$ cat src/pkg/ldcp_pkg.sv
/*
  Constants, types and address map for the flash LED driver control pins.
  Assumes a single 20 MHz clock and an asynchronous active-high reset.
*/
// Function
// RULE1: flash is activated by the AND of the synchronised hard trigger pin and the trigger gate enable bit.
// RULE2: the attention pin is open drain, pulled low when asserted and released otherwise, no pull-up inside.
// RULE3: the attention pin is asserted whenever the status word changes.
// RULE4: a bus read of the status register releases the attention pin.
// RULE5: the four-way strap selects target address 0110000, 0110001, 0110010 or 0110011, R/W bit last.
// RULE6: with the strap at ground the default address is used at once.
// RULE7: other strap addresses are adopted only after the supply was held at ground over 100 ms, again each power-up.
// RULE8: the transmit mask input matters only when the flash level top bit is 1.
// RULE9: an effective, high transmit mask caps LED current to the 200 mA torch level.
// RULE10: after reset the attention pin stays released until new status is recorded.
// RULE11: a write is address byte, register byte, data bytes, each acknowledged, register pointer incrementing.
// RULE12: a read sets the pointer by a write, then a repeated start with R/W high returns data from there on.
// RULE13: in a multi-byte read the controller acknowledges to continue; a final byte without acknowledge ends it.
// RULE14: no acknowledge is given while the supply is under the lockout threshold.
package ldcp_pkg;
  localparam int          CLK_HZ        = 20_000_000;
  localparam int          HOLD_MS       = 100;
  localparam int          HOLD_CYC      = HOLD_MS * (CLK_HZ / 1000) + 1;
  localparam logic [6:0]  ADDR_BASE     = 7'h30;
  localparam logic [1:0]  STRAP_GND     = 2'h0;
  localparam logic [1:0]  STRAP_SUPPLY  = 2'h1;
  localparam logic [1:0]  STRAP_DATA    = 2'h2;
  localparam logic [1:0]  STRAP_CLOCK   = 2'h3;
  localparam logic [7:0]  REG_CMD       = 8'h00;
  localparam logic [7:0]  REG_DIM       = 8'h01;
  localparam logic [7:0]  REG_AUX       = 8'h02;
  localparam logic [7:0]  REG_STAT      = 8'h03;
  localparam logic [7:0]  RST_CMD       = 8'h00;
  localparam logic [7:0]  RST_DIM       = 8'h00;
  localparam logic [7:0]  RST_AUX       = 8'h00;
  localparam logic [7:0]  RST_STAT      = 8'h00;
  localparam int          GATE_EN_BIT   = 6;
  localparam int          FLASH_TOP_BIT = 7;
  localparam logic [3:0]  BYTE_BITS     = 4'h8;

  typedef struct packed {
    logic [7:0] cmd;
    logic [7:0] dim;
    logic [7:0] aux;
  } ldcp_regs_s;

  typedef enum logic [2:0] {
    ST_IDLE  = 3'b000,
    ST_ADDR  = 3'b001,
    ST_REG   = 3'b010,
    ST_WDATA = 3'b011,
    ST_ACK   = 3'b100,
    ST_RDATA = 3'b101,
    ST_RACK  = 3'b110
  } ldcp_state_e;
endpackage

$ cat src/ldcp_top.sv
/*
  Control front end: two-wire target, strap address, hard trigger, attention pin, transmit mask.
  Assumes scl/sda and all pins arrive asynchronously; status_word comes from logic on clk.
*/
`timescale 1ns/1ns
`default_nettype none

module ldcp_sync3 #(
  parameter int W = 1
) (
  input  wire logic         clk,
  input  wire logic         rst,
  input  wire logic [W-1:0] d,
  output var  logic [W-1:0] q
);
  logic [W-1:0] s1_ff;
  logic [W-1:0] s2_ff;
  logic [W-1:0] s3_ff;
  always_ff @(posedge clk or posedge rst) begin
    if (rst) begin
      s1_ff <= '0;
      s2_ff <= '0;
      s3_ff <= '0;
      q     <= '0;
    end else begin
      s1_ff <= d;
      s2_ff <= s1_ff;
      s3_ff <= s2_ff;
      // per bit: follow once second and third flops agree
      q     <= (s2_ff & s3_ff) | (q & (s2_ff | s3_ff));
    end
  end
endmodule

module ldcp_top import ldcp_pkg::*; #(
  parameter int HOLD_CYCLES = HOLD_CYC
) (
  input  wire logic       clk,
  input  wire logic       rst,
  input  wire logic       scl_in,
  input  wire logic       sda_in,
  output var  logic       sda_out,
  output var  logic       sda_oe_n,
  input  wire logic [1:0] strap_code,
  input  wire logic       supply_low,
  input  wire logic       uvlo,
  input  wire logic       hard_trigger_input,
  input  wire logic       tx_mask_input,
  input  wire logic [7:0] status_word,
  output var  logic       attention_output,
  output var  logic       attention_oe_n,
  output var  logic       flash_activate,
  output var  logic       current_cap,
  output var  ldcp_regs_s ctrl
);
  logic [5:0]  pin_q;
  logic        scl_f, sda_f, trigger_f, tx_mask_f, sup_low_f, uvlo_f;
  logic [1:0]  strap_f;
  logic        scl_d_ff, sda_d_ff;
  logic        scl_rise, scl_fall, bus_start, bus_stop;
  ldcp_state_e state_ff, ack_to_ff;
  logic [3:0]  bit_cnt_ff;
  logic [7:0]  shift_ff, ptr_ff, rd_word, stat_ff;
  logic        drive_ff, master_ack_ff, wr_pulse, rd_pulse;
  logic        seen_ff, adopted_ff, attention_ff, primed_ff;
  logic [31:0] hold_cnt_ff;
  logic [6:0]  own_addr;

  ldcp_sync3 #(.W(6)) u_pins (
    .clk (clk),
    .rst (rst),
    .d   ({scl_in, sda_in, hard_trigger_input, tx_mask_input, supply_low, uvlo}),
    .q   (pin_q)
  );
  ldcp_sync3 #(.W(2)) u_strap (
    .clk (clk),
    .rst (rst),
    .d   (strap_code),
    .q   (strap_f)
  );
  assign {scl_f, sda_f, trigger_f, tx_mask_f, sup_low_f, uvlo_f} = pin_q;

  always_ff @(posedge clk or posedge rst) begin
    if (rst) begin
      scl_d_ff <= 1'b0;
      sda_d_ff <= 1'b0;
    end else begin
      scl_d_ff <= scl_f;
      sda_d_ff <= sda_f;
    end
  end
  assign scl_rise  = scl_f & ~scl_d_ff;
  assign scl_fall  = ~scl_f & scl_d_ff;
  assign bus_start = scl_f & scl_d_ff & sda_d_ff & ~sda_f;
  assign bus_stop  = scl_f & scl_d_ff & ~sda_d_ff & sda_f;

  // strapped address adoption after a long supply-low hold
  always_ff @(posedge clk or posedge rst) begin
    if (rst) begin
      seen_ff     <= 1'b0;
      adopted_ff  <= 1'b0;
      hold_cnt_ff <= '0;
    end else begin
      if (!sup_low_f) begin
        seen_ff <= 1'b1;
      end
      if (!sup_low_f || !seen_ff) begin
        hold_cnt_ff <= '0;
      end else if (hold_cnt_ff < 32'(HOLD_CYCLES)) begin
        hold_cnt_ff <= hold_cnt_ff + 32'h1;
      end else begin
        adopted_ff <= 1'b1; // RULE7
      end
    end
  end
  assign own_addr = adopted_ff ? (ADDR_BASE | {5'h00, strap_f}) : ADDR_BASE; // RULE5 RULE6

  always_comb begin
    unique case (ptr_ff)
      REG_CMD:  rd_word = ctrl.cmd;
      REG_DIM:  rd_word = ctrl.dim;
      REG_AUX:  rd_word = ctrl.aux;
      REG_STAT: rd_word = stat_ff;
      default:  rd_word = 8'h00;
    endcase
  end

  // bus target state machine
  always_ff @(posedge clk or posedge rst) begin
    if (rst) begin
      state_ff      <= ST_IDLE;
      ack_to_ff     <= ST_IDLE;
      bit_cnt_ff    <= 4'h0;
      shift_ff      <= 8'h00;
      ptr_ff        <= 8'h00;
      drive_ff      <= 1'b0;
      master_ack_ff <= 1'b0;
      wr_pulse      <= 1'b0;
      rd_pulse      <= 1'b0;
    end else begin
      wr_pulse <= 1'b0;
      rd_pulse <= 1'b0;
      if (bus_start) begin
        state_ff   <= ST_ADDR;
        bit_cnt_ff <= 4'h0;
        drive_ff   <= 1'b0;
      end else if (bus_stop) begin
        state_ff <= ST_IDLE;
        drive_ff <= 1'b0;
      end else if (scl_rise) begin
        if (state_ff == ST_ADDR || state_ff == ST_REG || state_ff == ST_WDATA) begin
          shift_ff   <= {shift_ff[6:0], sda_f};
          bit_cnt_ff <= bit_cnt_ff + 4'h1;
        end else if (state_ff == ST_RACK) begin
          master_ack_ff <= ~sda_f; // RULE13
        end
      end else if (scl_fall) begin
        unique case (state_ff)
          ST_IDLE: begin
            drive_ff <= 1'b0;
          end
          ST_ADDR, ST_REG, ST_WDATA: begin
            if (bit_cnt_ff == BYTE_BITS) begin
              if (uvlo_f || (state_ff == ST_ADDR && shift_ff[7:1] != own_addr)) begin
                state_ff <= ST_IDLE; // RULE14
              end else begin
                drive_ff <= 1'b1; // RULE11
                state_ff <= ST_ACK;
                if (state_ff == ST_ADDR) begin
                  ack_to_ff <= shift_ff[0] ? ST_RDATA : ST_REG; // RULE12
                end else begin
                  ack_to_ff <= ST_WDATA;
                end
                if (state_ff == ST_REG) begin
                  ptr_ff <= shift_ff;
                end
                if (state_ff == ST_WDATA) begin
                  wr_pulse <= 1'b1;
                end
              end
            end
          end
          ST_ACK: begin
            state_ff   <= ack_to_ff;
            bit_cnt_ff <= 4'h0;
            drive_ff   <= 1'b0;
            if (ack_to_ff == ST_RDATA) begin
              shift_ff   <= rd_word;
              drive_ff   <= ~rd_word[7];
              bit_cnt_ff <= 4'h1;
              rd_pulse   <= 1'b1;
            end
          end
          ST_RDATA: begin
            if (bit_cnt_ff == BYTE_BITS) begin
              drive_ff <= 1'b0;
              state_ff <= ST_RACK;
            end else begin
              drive_ff   <= ~shift_ff[6];
              shift_ff   <= {shift_ff[6:0], 1'b0};
              bit_cnt_ff <= bit_cnt_ff + 4'h1;
            end
          end
          ST_RACK: begin
            if (master_ack_ff) begin
              state_ff   <= ST_RDATA; // RULE13
              shift_ff   <= rd_word;
              drive_ff   <= ~rd_word[7];
              bit_cnt_ff <= 4'h1;
              rd_pulse   <= 1'b1;
            end else begin
              state_ff <= ST_IDLE;
            end
          end
          default: begin
            state_ff <= ST_IDLE;
            drive_ff <= 1'b0;
          end
        endcase
      end
      if (wr_pulse || rd_pulse) begin
        ptr_ff <= ptr_ff + 8'h01; // RULE11 RULE12
      end
    end
  end
  assign sda_out  = 1'b0;
  assign sda_oe_n = ~drive_ff;

  // control registers
  always_ff @(posedge clk or posedge rst) begin
    if (rst) begin
      ctrl <= '{cmd: RST_CMD, dim: RST_DIM, aux: RST_AUX};
    end else if (wr_pulse) begin
      unique case (ptr_ff)
        REG_CMD: ctrl.cmd <= shift_ff;
        REG_DIM: ctrl.dim <= shift_ff;
        REG_AUX: ctrl.aux <= shift_ff;
        default: ctrl <= ctrl;
      endcase
    end
  end

  // status capture and attention, set wins over read clear
  always_ff @(posedge clk or posedge rst) begin
    if (rst) begin
      stat_ff      <= RST_STAT;
      primed_ff    <= 1'b0;
      attention_ff <= 1'b0; // RULE10
    end else begin
      stat_ff   <= status_word;
      // first capture after reset is the baseline, not new status
      primed_ff <= 1'b1; // RULE10
      if (primed_ff && status_word != stat_ff) begin
        attention_ff <= 1'b1; // RULE3
      end else if (rd_pulse && ptr_ff == REG_STAT) begin
        attention_ff <= 1'b0; // RULE4
      end
    end
  end
  assign attention_output = 1'b0;
  assign attention_oe_n   = ~attention_ff; // RULE2

  always_ff @(posedge clk or posedge rst) begin
    if (rst) begin
      flash_activate <= 1'b0;
      current_cap    <= 1'b0;
    end else begin
      flash_activate <= trigger_f & ctrl.cmd[GATE_EN_BIT]; // RULE1
      current_cap    <= tx_mask_f & ctrl.dim[FLASH_TOP_BIT]; // RULE8 RULE9
    end
  end

  trigger_gate_a: assert property (@(posedge clk) disable iff (rst) // RULE1
    flash_activate == $past(trigger_f & ctrl.cmd[GATE_EN_BIT])) else $error("flash activation mismatch");
  attn_drive_a: assert property (@(posedge clk) disable iff (rst) // RULE2
    attention_output == 1'b0 && attention_oe_n == ~attention_ff) else $error("attention pin not open drain");
  attn_set_a: assert property (@(posedge clk) disable iff (rst) // RULE3
    (primed_ff && status_word != stat_ff) |=> !attention_oe_n) else $error("attention missed new status");
  attn_reset_a: assert property (@(posedge clk) disable iff (rst) // RULE10
    !primed_ff |=> attention_oe_n) else $error("attention set right after reset");
  attn_clear_a: assert property (@(posedge clk) disable iff (rst) // RULE4
    (rd_pulse && ptr_ff == REG_STAT && status_word == stat_ff) |=> attention_oe_n) else $error("status read kept attention");
  addr_default_a: assert property (@(posedge clk) disable iff (rst) // RULE6
    !adopted_ff |-> own_addr == ADDR_BASE) else $error("strap address used too early");
  addr_adopt_a: assert property (@(posedge clk) disable iff (rst) // RULE7
    $rose(adopted_ff) |-> $past(hold_cnt_ff) == 32'(HOLD_CYCLES) && $past(sup_low_f)) else $error("address adopted early");
  mask_gate_a: assert property (@(posedge clk) disable iff (rst) // RULE8
    !ctrl.dim[FLASH_TOP_BIT] ##1 !ctrl.dim[FLASH_TOP_BIT] |-> !current_cap) else $error("mask acted at low level");
  mask_cap_a: assert property (@(posedge clk) disable iff (rst) // RULE9
    (tx_mask_f && ctrl.dim[FLASH_TOP_BIT]) |=> current_cap) else $error("current cap not applied");
  uvlo_ack_a: assert property (@(posedge clk) disable iff (rst) // RULE14
    (scl_fall && uvlo_f && !bus_start && !bus_stop && state_ff != ST_ACK && state_ff != ST_RDATA
     && state_ff != ST_RACK) |=> sda_oe_n) else $error("ack given under lockout");
  ptr_inc_a: assert property (@(posedge clk) disable iff (rst) // RULE11
    wr_pulse |=> ptr_ff == $past(ptr_ff) + 8'h01) else $error("pointer did not advance");
endmodule

`default_nettype wire
$ cat config.mk
export PLATFORM = sky130hd
export DESIGN_NAME = ldcp_top
export DESIGN_NICKNAME = d
export VERILOG_FILES = /design/src/pkg/ldcp_pkg.sv /design/src/ldcp_top.sv
export SDC_FILE = /design/constraint.sdc
export NUM_CORES = 1
export LEC_CHECK = 0
export ABC_CLOCK_PERIOD_IN_PS = 11700
export BUFFER_PORTS_ARGS = -buffer_cell sky130_fd_sc_hd__buf_2
export CAP_MARGIN = 20
export CORE_ASPECT_RATIO = 1.75
export CORE_MARGIN = 2
export CORE_UTILIZATION = 30
export CTS_CLUSTER_SIZE = 20
export DETAILED_ROUTE_END_ITERATION = 16
export PLACE_DENSITY = 0.45
export SKIP_LAST_GASP = 1
export SLEW_MARGIN = 30
export SYNTH_ARGS = -nofsm -noshare
export SYNTH_HDL_FRONTEND = slang
export SYNTH_SLANG_ARGS = --single-unit
$ cat constraint.sdc
create_clock -name clk -period 11.7 [get_ports clk]
set_input_delay 0.585 -clock clk [delete_from_list [all_inputs] [get_ports clk]]
set_output_delay 0.585 -clock clk [all_outputs]
set_load 0.01 [all_outputs]
==> qor.csv, run 1 <==
stage;metric;value;unit
sta;timing.final.ws_setup;9.22;ns
synthesis;avgSynthCellArea;11.1;um^2
worst_setup_path;startpoint_type;register;
power_and_ir_drop;swShare;0.250;
outcome;status;completed;
clock_network;cts_tree;done;
die;start_util;0.304;
clock_network;clockBufferDepth;2;
synthesis;yosysSeqAreaShare;0.543;
drt;drt-total-wl;15800;um
final_layout;multiInputGateArea;0.00262;mm^2
synthesis;synth_mux_area_frac;0.0750;
clock_network;path_clk_slew;0.06;ns
power_and_ir_drop;p_per_area;155;mW/mm^2
synthesis;synthDistinctLibCells;64;
drt;dr_total_vias;4547;
synthesis;synthXorXnorAreaFrac;0.0156;
die;rows;69;
synthesis;synth_seq_cells;134;
drt;avgViaCountPerCell;5.31;
synthesis;ys_warn_count;0;
sta;final_max_slew_viol_count;0;
placed_design;hpwl;11000;um
worst_setup_path;required;12.03;ns
clock_network;cts_sinks;134;
synthesis;synth_adder_area_share;0.0353;
global_route;antenna_found_initial;0;
synthesis;synth_simple_gate_area_frac;0.161;
worst_setup_path;critPathKind;reg2reg;
sta;slew_headroom;0.399;
worst_setup_path;rrSetupSlack;9.22;ns
sta;finalSetupViolations;0;
placed_design;place.gp.congestion;0.763;
drt;antenna_left;0;
final_layout;fin_nets;624;
sta;worst_pin_slew;0.900;ns
worst_setup_path;startpoint;hold_cnt_ff[23];
global_route;grt.overflow.total;0;
die;die-area;0.0218;mm^2
sta;fin_crit;2.48;ns
synthesis;synth_edf_count;0;
power_and_ir_drop;leakagePower;3.33;nW
die;die_y;194;um
final_layout;antenna_cells;0;
synthesis;synthArstFlopShare;1.00;
power_and_ir_drop;p_int;0.842;mW
worst_setup_path;ff2ff_path_depth;5;
power_and_ir_drop;clkPwrFrac;0.502;
sta;fin_worst_skew;0.00724;ns
clock_network;cts_setup_buffers;0;
drt;post_drt_wl_per_cell;18.4;um
synthesis;synthesis.area;0.00617;mm^2
die;die_x;112;um
final_layout;fill_cells;1991;
sta;finalCritPeriodShare;0.212;
sta;fin_setup_tns;0;ns
clock_network;cts_root_buf;clkbuf_16;
drt;drt_iter0_drc;162;
synthesis;synth_top_family_by_area;simple AND/OR/NAND/NOR gates;
worst_setup_path;crit_fanout;31;
run;drv_cap;0;
die;core_area;0.0203;mm^2
global_route;first_global_vias;4781;
hold_path;hp-class;in2async;
clock_network;postCtsResizedCells;0;
power_and_ir_drop;ir_drop;0.0739;mV
sta;fmax;403;MHz
clock_network;h-tree-depth;4;
synthesis;syn_inst;557;
sta;rsz0062_at_grt;no;
worst_setup_path;end_kind;register;
synthesis;synth_ff_type;dfrtp_1;
die;num_io_pins;48;
sta;timing.final.hold_violations;0;
worst_setup_path;timing.rr.end;hold_cnt_ff[3];
power_and_ir_drop;comb_power_share;0.057;
global_route;grt_max_degree;76;
final_layout;drive_gt1_frac;0.199;
placed_design;dp_slack;9.20;ns
worst_setup_path;crit_arrival;2.81;ns
worst_setup_path;r2r_start;hold_cnt_ff[23];
synthesis;synth-compound-area-share;0.135;
final_layout;syn2layout_area_growth;17.1;%
global_route;grt_first_pass_wirelength;26200;um
power_and_ir_drop;pwr-share-seq;0.441;
clock_network;ctsHoldBuffers;0;
clock_network;cts_buffers;17;
power_and_ir_drop;net-switching-power;0.281;mW
placed_design;io_buffer_count;45;
final_layout;regArea;0.00335;mm^2
clock_network;clk_latency;0.42;ns
global_route;grt_usage;0.153;
drt;route.detailed.drc;0;
drt;firstDrtPassIters;4;
power by group through the flow:
stage                     clock network, mW  registers (mW)  logic (mW)
after floorplan                           0           0.497      0.0482
after global placement                    0           0.503      0.0639
after detailed placement                  0           0.504      0.0656
after CTS                             0.579           0.495      0.0657
after global routing                  0.598           0.498      0.0735
final                                 0.564           0.495      0.0638
cells in the mapped netlist, types with 10 or more instances:
cell        n  share of area
a21oi_1    20          0.016
inv_1      23          0.014
ha_1       11          0.022
clkbuf_1   24          0.015
dfrtp_1   134           0.54
o31ai_1    13          0.016
o21ai_0    21          0.017
nand3_1    20          0.016
and3_1     17          0.017
nand4_1    13          0.013
or4_1      13          0.016
nand2b_1   13          0.013
nand2_1    42          0.026
nor4_1     10          0.010
nor2_1     18          0.011
a22oi_1    16          0.019
mux2_2     33          0.060
critical path, stage by stage (launching register included):
cell and delay [ns]:
dfrtp_1 0.37, nor4_1 0.31, and3_1 0.31, nand2_1 0.53, or4_1 0.69, a21oi_1 0.16
logic make-up after synthesis:
group	count (synthesis)
other cells	2
xor+xnor	11
compound gates	117
flops	134
simple gates	181
mux	42
fa+ha+maj	19
buf+inv	51
state kept, by name, indices dropped and copies added (netlist names), 2 cells and up:
register	count
u_strap.s2_ff	2
bit_cnt_ff	4
ptr_ff	8
u_pins.s2_ff	6
u_strap.s3_ff	2
u_pins.s3_ff	6
shift_ff	8
hold_cnt_ff	32
u_pins.q	6
u_pins.s1_ff	6
stat_ff	8
ack_to_ff	3
state_ff	3
u_strap.q	2
u_strap.s1_ff	2
ctrl	24
through the flow:
stage / hold WS [ns] / power, mW / cells / instance area, um^2 / utilization
CTS: 0.247 / 1.14 / 856 / 7230 / 0.356
finish: 0.270 / 1.12 / 856 / 7230 / 0.356
global placement: 0.332 / 0.567 / 824 / 6600 / 0.326
floorplan: 0.331 / 0.545 / 558 / 6180 / -
global route: 0.245 / 1.17 / 856 / 7230 / 0.356
detailed placement: 0.336 / 0.569 / 824 / 6610 / 0.326
per-layer routing:
| layer | track usage | wire length [um] | up-vias |
|---|---|---|---|
| met5 | 0 | 0 | - |
| met4 | 0.0601 | 287 | 0 |
| met3 | 0.0375 | 573 | 16 |
| met2 | 0.277 | 8690 | 77 |
| met1 | 0.170 | 6230 | 2327 |
| li1 | - | - | 2127 |
worst max-delay path by stage:
stage                                 to  slack, ns  depth (start not counted)
after floorplan             ack_to_ff[0]       7.53                          1
after global placement     bit_cnt_ff[0]       9.25                          7
after detailed placement  hold_cnt_ff[4]       9.20                          5
after CTS                 hold_cnt_ff[3]       9.17                          5
after global routing      hold_cnt_ff[6]       8.99                          5
final                     hold_cnt_ff[3]       9.22                          5
cells in the final DEF (no fill, tap or decap), types with 4 or more instances in the layout:
cell type	instances
nor3_1	7
o21ai_0	21
nand2b_1	13
and3_1	17
inv_6	5
ha_1	11
nor2b_1	5
mux2i_1	8
dfrtp_1	134
a22oi_1	16
a22o_1	7
maj3_1	8
nor2_1	18
inv_1	22
a21oi_1	20
nand4_1	13
mux2_2	33
o211ai_1	7
nor4_1	10
nand2_1	42
and4_1	4
and2_1	5
xnor2_1	8
or4_1	13
buf_2	45
clkinv_4	4
a211oi_1	5
clkbuf_16	17
o31ai_1	13
nand3_1	20
layout make-up:
class | count | share of cell area
clock buffer | 17 | 0.0588
inverter | 23 | 0.0126
multi-input combinational | 373 | 0.363
tap | 248 | 0.0429
sequential | 134 | 0.464
clock inverter | 15 | 0.0268
timing repair buffer | 46 | 0.0322
(Power assumes the default switching activity.)
==> run 2: changes to the inputs <==
ABC_CLOCK_PERIOD_IN_PS = 2400   (was 11700)
clock period = 2.4 ns   (was 11.7 ns; I/O delays follow)
==> qor.csv, run 2 (synthesis results as in run 1) <==
stage;metric;value;unit;change
outcome;status;completed;;
final_layout;drive_gt1_frac;0.234;;+0.0350
worst_setup_path;crit_fanout;28;;-9.7%
drt;route.detailed.drc;0;;unchanged
sta;fin_crit;2.28;ns;-0.202 ns
final_layout;regArea;0.00335;mm^2;unchanged
worst_setup_path;startpoint_type;register;;
power_and_ir_drop;net-switching-power;1.32;mW;+370%
clock_network;cts_root_buf;clkbuf_16;;
final_layout;fin_util;0.379;;+0.0226
sta;finalSetupViolations;0;;unchanged
die;start_util;0.304;;unchanged
die;num_io_pins;48;;unchanged
sta;final_max_slew_viol_count;0;;unchanged
drt;avgViaCountPerCell;5.16;;-2.8%
worst_setup_path;max_stage_delay;0.47;ns;-0.22 ns
die;core_area;0.0203;mm^2;unchanged
die;die_x;112;um;unchanged
clock_network;cts_sinks;134;;unchanged
sta;finalCritPeriodShare;0.950;;+0.738
final_layout;layout_commonest_cell;dfrtp_1;;
placed_design;dp_slack;0.118;ns;-9.08 ns
sta;slew_headroom;0.504;;+0.105
drt;drt-total-wl;16000;um;+1.4%
power_and_ir_drop;p_total;5.49;mW;+390%
power_and_ir_drop;comb_power_share;0.070;;+0.013
drt;drt_iter0_drc;171;;+5.6%
power_and_ir_drop;p_int;4.17;mW;+390%
drt;firstDrtPassIters;5;;+1
global_route;grt_max_degree;43;;-43%
sta;fmax;439;MHz;+8.9%
power_and_ir_drop;p_per_area;714;mW/mm^2;+360%
die;die_y;194;um;unchanged
placed_design;place.gp.congestion;0.814;;+6.7%
sta;rsz0062_at_grt;no;;
final_layout;regMostFlops;hold_cnt_ff;;
drt;post_drt_wl_per_cell;17.7;um;-4.2%
global_route;antenna_found_initial;0;;unchanged
final_layout;antenna_cells;0;;unchanged
worst_setup_path;crit_arrival;2.61;ns;-0.20 ns
clock_network;cts_setup_buffers;0;;unchanged
final_layout;fill_cells;1967;;-1.2%
clock_network;path_clk_slew;0.06;ns;about the same
global_route;top_usage_layer;met2;;
sta;fin_setup_tns;0;ns;unchanged
sta;timing.final.hold_violations;0;;unchanged
final_layout;syn2layout_area_growth;24.5;%;
sta;worst_pin_slew;0.743;ns;-0.157 ns
worst_setup_path;end_kind;register;;
sta;timing.final.ws_setup;0.120;ns;-9.10 ns
worst_setup_path;required;2.73;ns;-9.30 ns
global_route;grtUsageMet2;0.282;;+0.00513
power_and_ir_drop;ir_drop;0.362;mV;+390%
power_and_ir_drop;clkPwrFrac;0.492;;-0.010
sta;fin_worst_skew;0.00923;ns;+0.00198 ns
worst_setup_path;cpMaxStageDelayCell;or4_1;;
placed_design;dp.cells;858;;+4.1%
final_layout;largest_register_ffs;32;;unchanged
global_route;grt_util_met3;0.0366;;-0.000938
die;rows;69;;unchanged
global_route;grt_first_pass_wirelength;26700;um;+1.8%
power_and_ir_drop;pwr-share-seq;0.438;;-0.003
hold_path;hp-class;reg2reg;;
global_route;grt.overflow.total;0;;unchanged
placed_design;hpwl;11600;um;+5.4%
final_layout;multiInputGateArea;0.00262;mm^2;-0.29%
final_layout;final_cell_mix;dfrtp_1, buf_2, nand2_1;;
power_and_ir_drop;swShare;0.241;;-0.00918
clock_network;cts_tree;done;;
global_route;grt_usage;0.156;;+0.00279
final_layout;fin_cells;906;;+5.8%
worst_setup_path;worstPathCellList;inv_1, ha_1, or4b_1, o311ai_2, a21oi_2, buf_12, or4_1, a21oi_1;;
final_layout;reg_top3;hold_cnt_ff: 32 flops, ctrl: 24 flops;;
clock_network;h-tree-depth;4;;unchanged
placed_design;io_buffer_count;45;;unchanged
drt;dr_total_vias;4676;;+2.8%
final_layout;fin_nets;675;;+8.2%
global_route;use_met1;0.169;;-0.000630
power_and_ir_drop;leakagePower;3.58;nW;+7.5%
die;die-area;0.0218;mm^2;unchanged
worst_setup_path;critPathKind;reg2reg;;
clock_network;clockBufferDepth;2;;unchanged
global_route;first_global_vias;4954;;+3.6%
clock_network;clk_latency;0.42;ns;about the same
run;drv_cap;0;;unchanged
drt;antenna_left;0;;unchanged
clock_network;cts_buffers;17;;unchanged
## run 2: changes by cell type in the layout (fill, tap and decap cells not counted), sizes merged
cell and change:
buf +34, dlygate4sd3 +17, inv -3, clkbuf +1
clkinv +1
## run 2: through the flow
| stage | area (um^2) | hold slack (ns) |
|---|---|---|
| after floorplan | 6180 | 0.151 |
| after global placement | 6910 | 0.228 |
| after detailed placement | 6910 | 0.230 |
| after CTS | 7690 | 0.333 |
| after global routing | 7690 | 0.351 |
| final | 7690 | 0.347 |
## run 2: worst paths after layout
path	slack, ns	to	from	cells after the start
min in group asynchronous	0.38	ctrl[22]	rst	3
min	0.35	u_pins.s2_ff[5]	u_pins.s1_ff[5]	0
max in group asynchronous	1.16	sda_d_ff	rst	5
max	0.12	hold_cnt_ff[16]	hold_cnt_ff[0]	8
max reg2reg	0.12	hold_cnt_ff[16]	hold_cnt_ff[0]	8
min reg2reg	0.35	u_pins.s2_ff[5]	u_pins.s1_ff[5]	0
## run 2: cell type report
cell class,instances,area share
multi-input cells,373,0.340
inverters,23,0.0117
repair buffers,97,0.0921
well taps,248,0.0404
flip-flops and latches,134,0.436
clock buffers,18,0.0571
clock inverters,13,0.0223
## run 2: power groups by stage
stage / sequential, mW / combinational [mW] / clock, mW
3_5_place_dp: 2.45 / 0.371 / 0
6_report: 2.40 / 0.387 / 2.70
2_1_floorplan: 2.42 / 0.235 / 0
5_1_grt: 2.42 / 0.440 / 2.87
3_3_place_gp: 2.44 / 0.364 / 0
4_1_cts: 2.40 / 0.397 / 2.78
## run 2: repair_timing
item,in CTS,in global routing
hold endpoints to repair,45,0
hold buffers,17,0
gates resized for setup,0,0
## run 2: worst max-delay path: cells and delay by family, from the launching register on
| family | cells | cell delay, ns |
|---|---|---|
| buf+inv | 2 | 0.23 |
| flops | 1 | 0.38 |
| compound gates | 3 | 0.55 |
| fa+ha+maj | 1 | 0.12 |
| simple gates | 2 | 0.91 |
## run 2: routing by layer
layer	up-vias	part of all wire	wire length, um
met5	-	0	0
met3	25	0.035	565
li1	2220	-	-
met1	2352	0.39	6170
met4	0	0.025	405
met2	79	0.55	8850
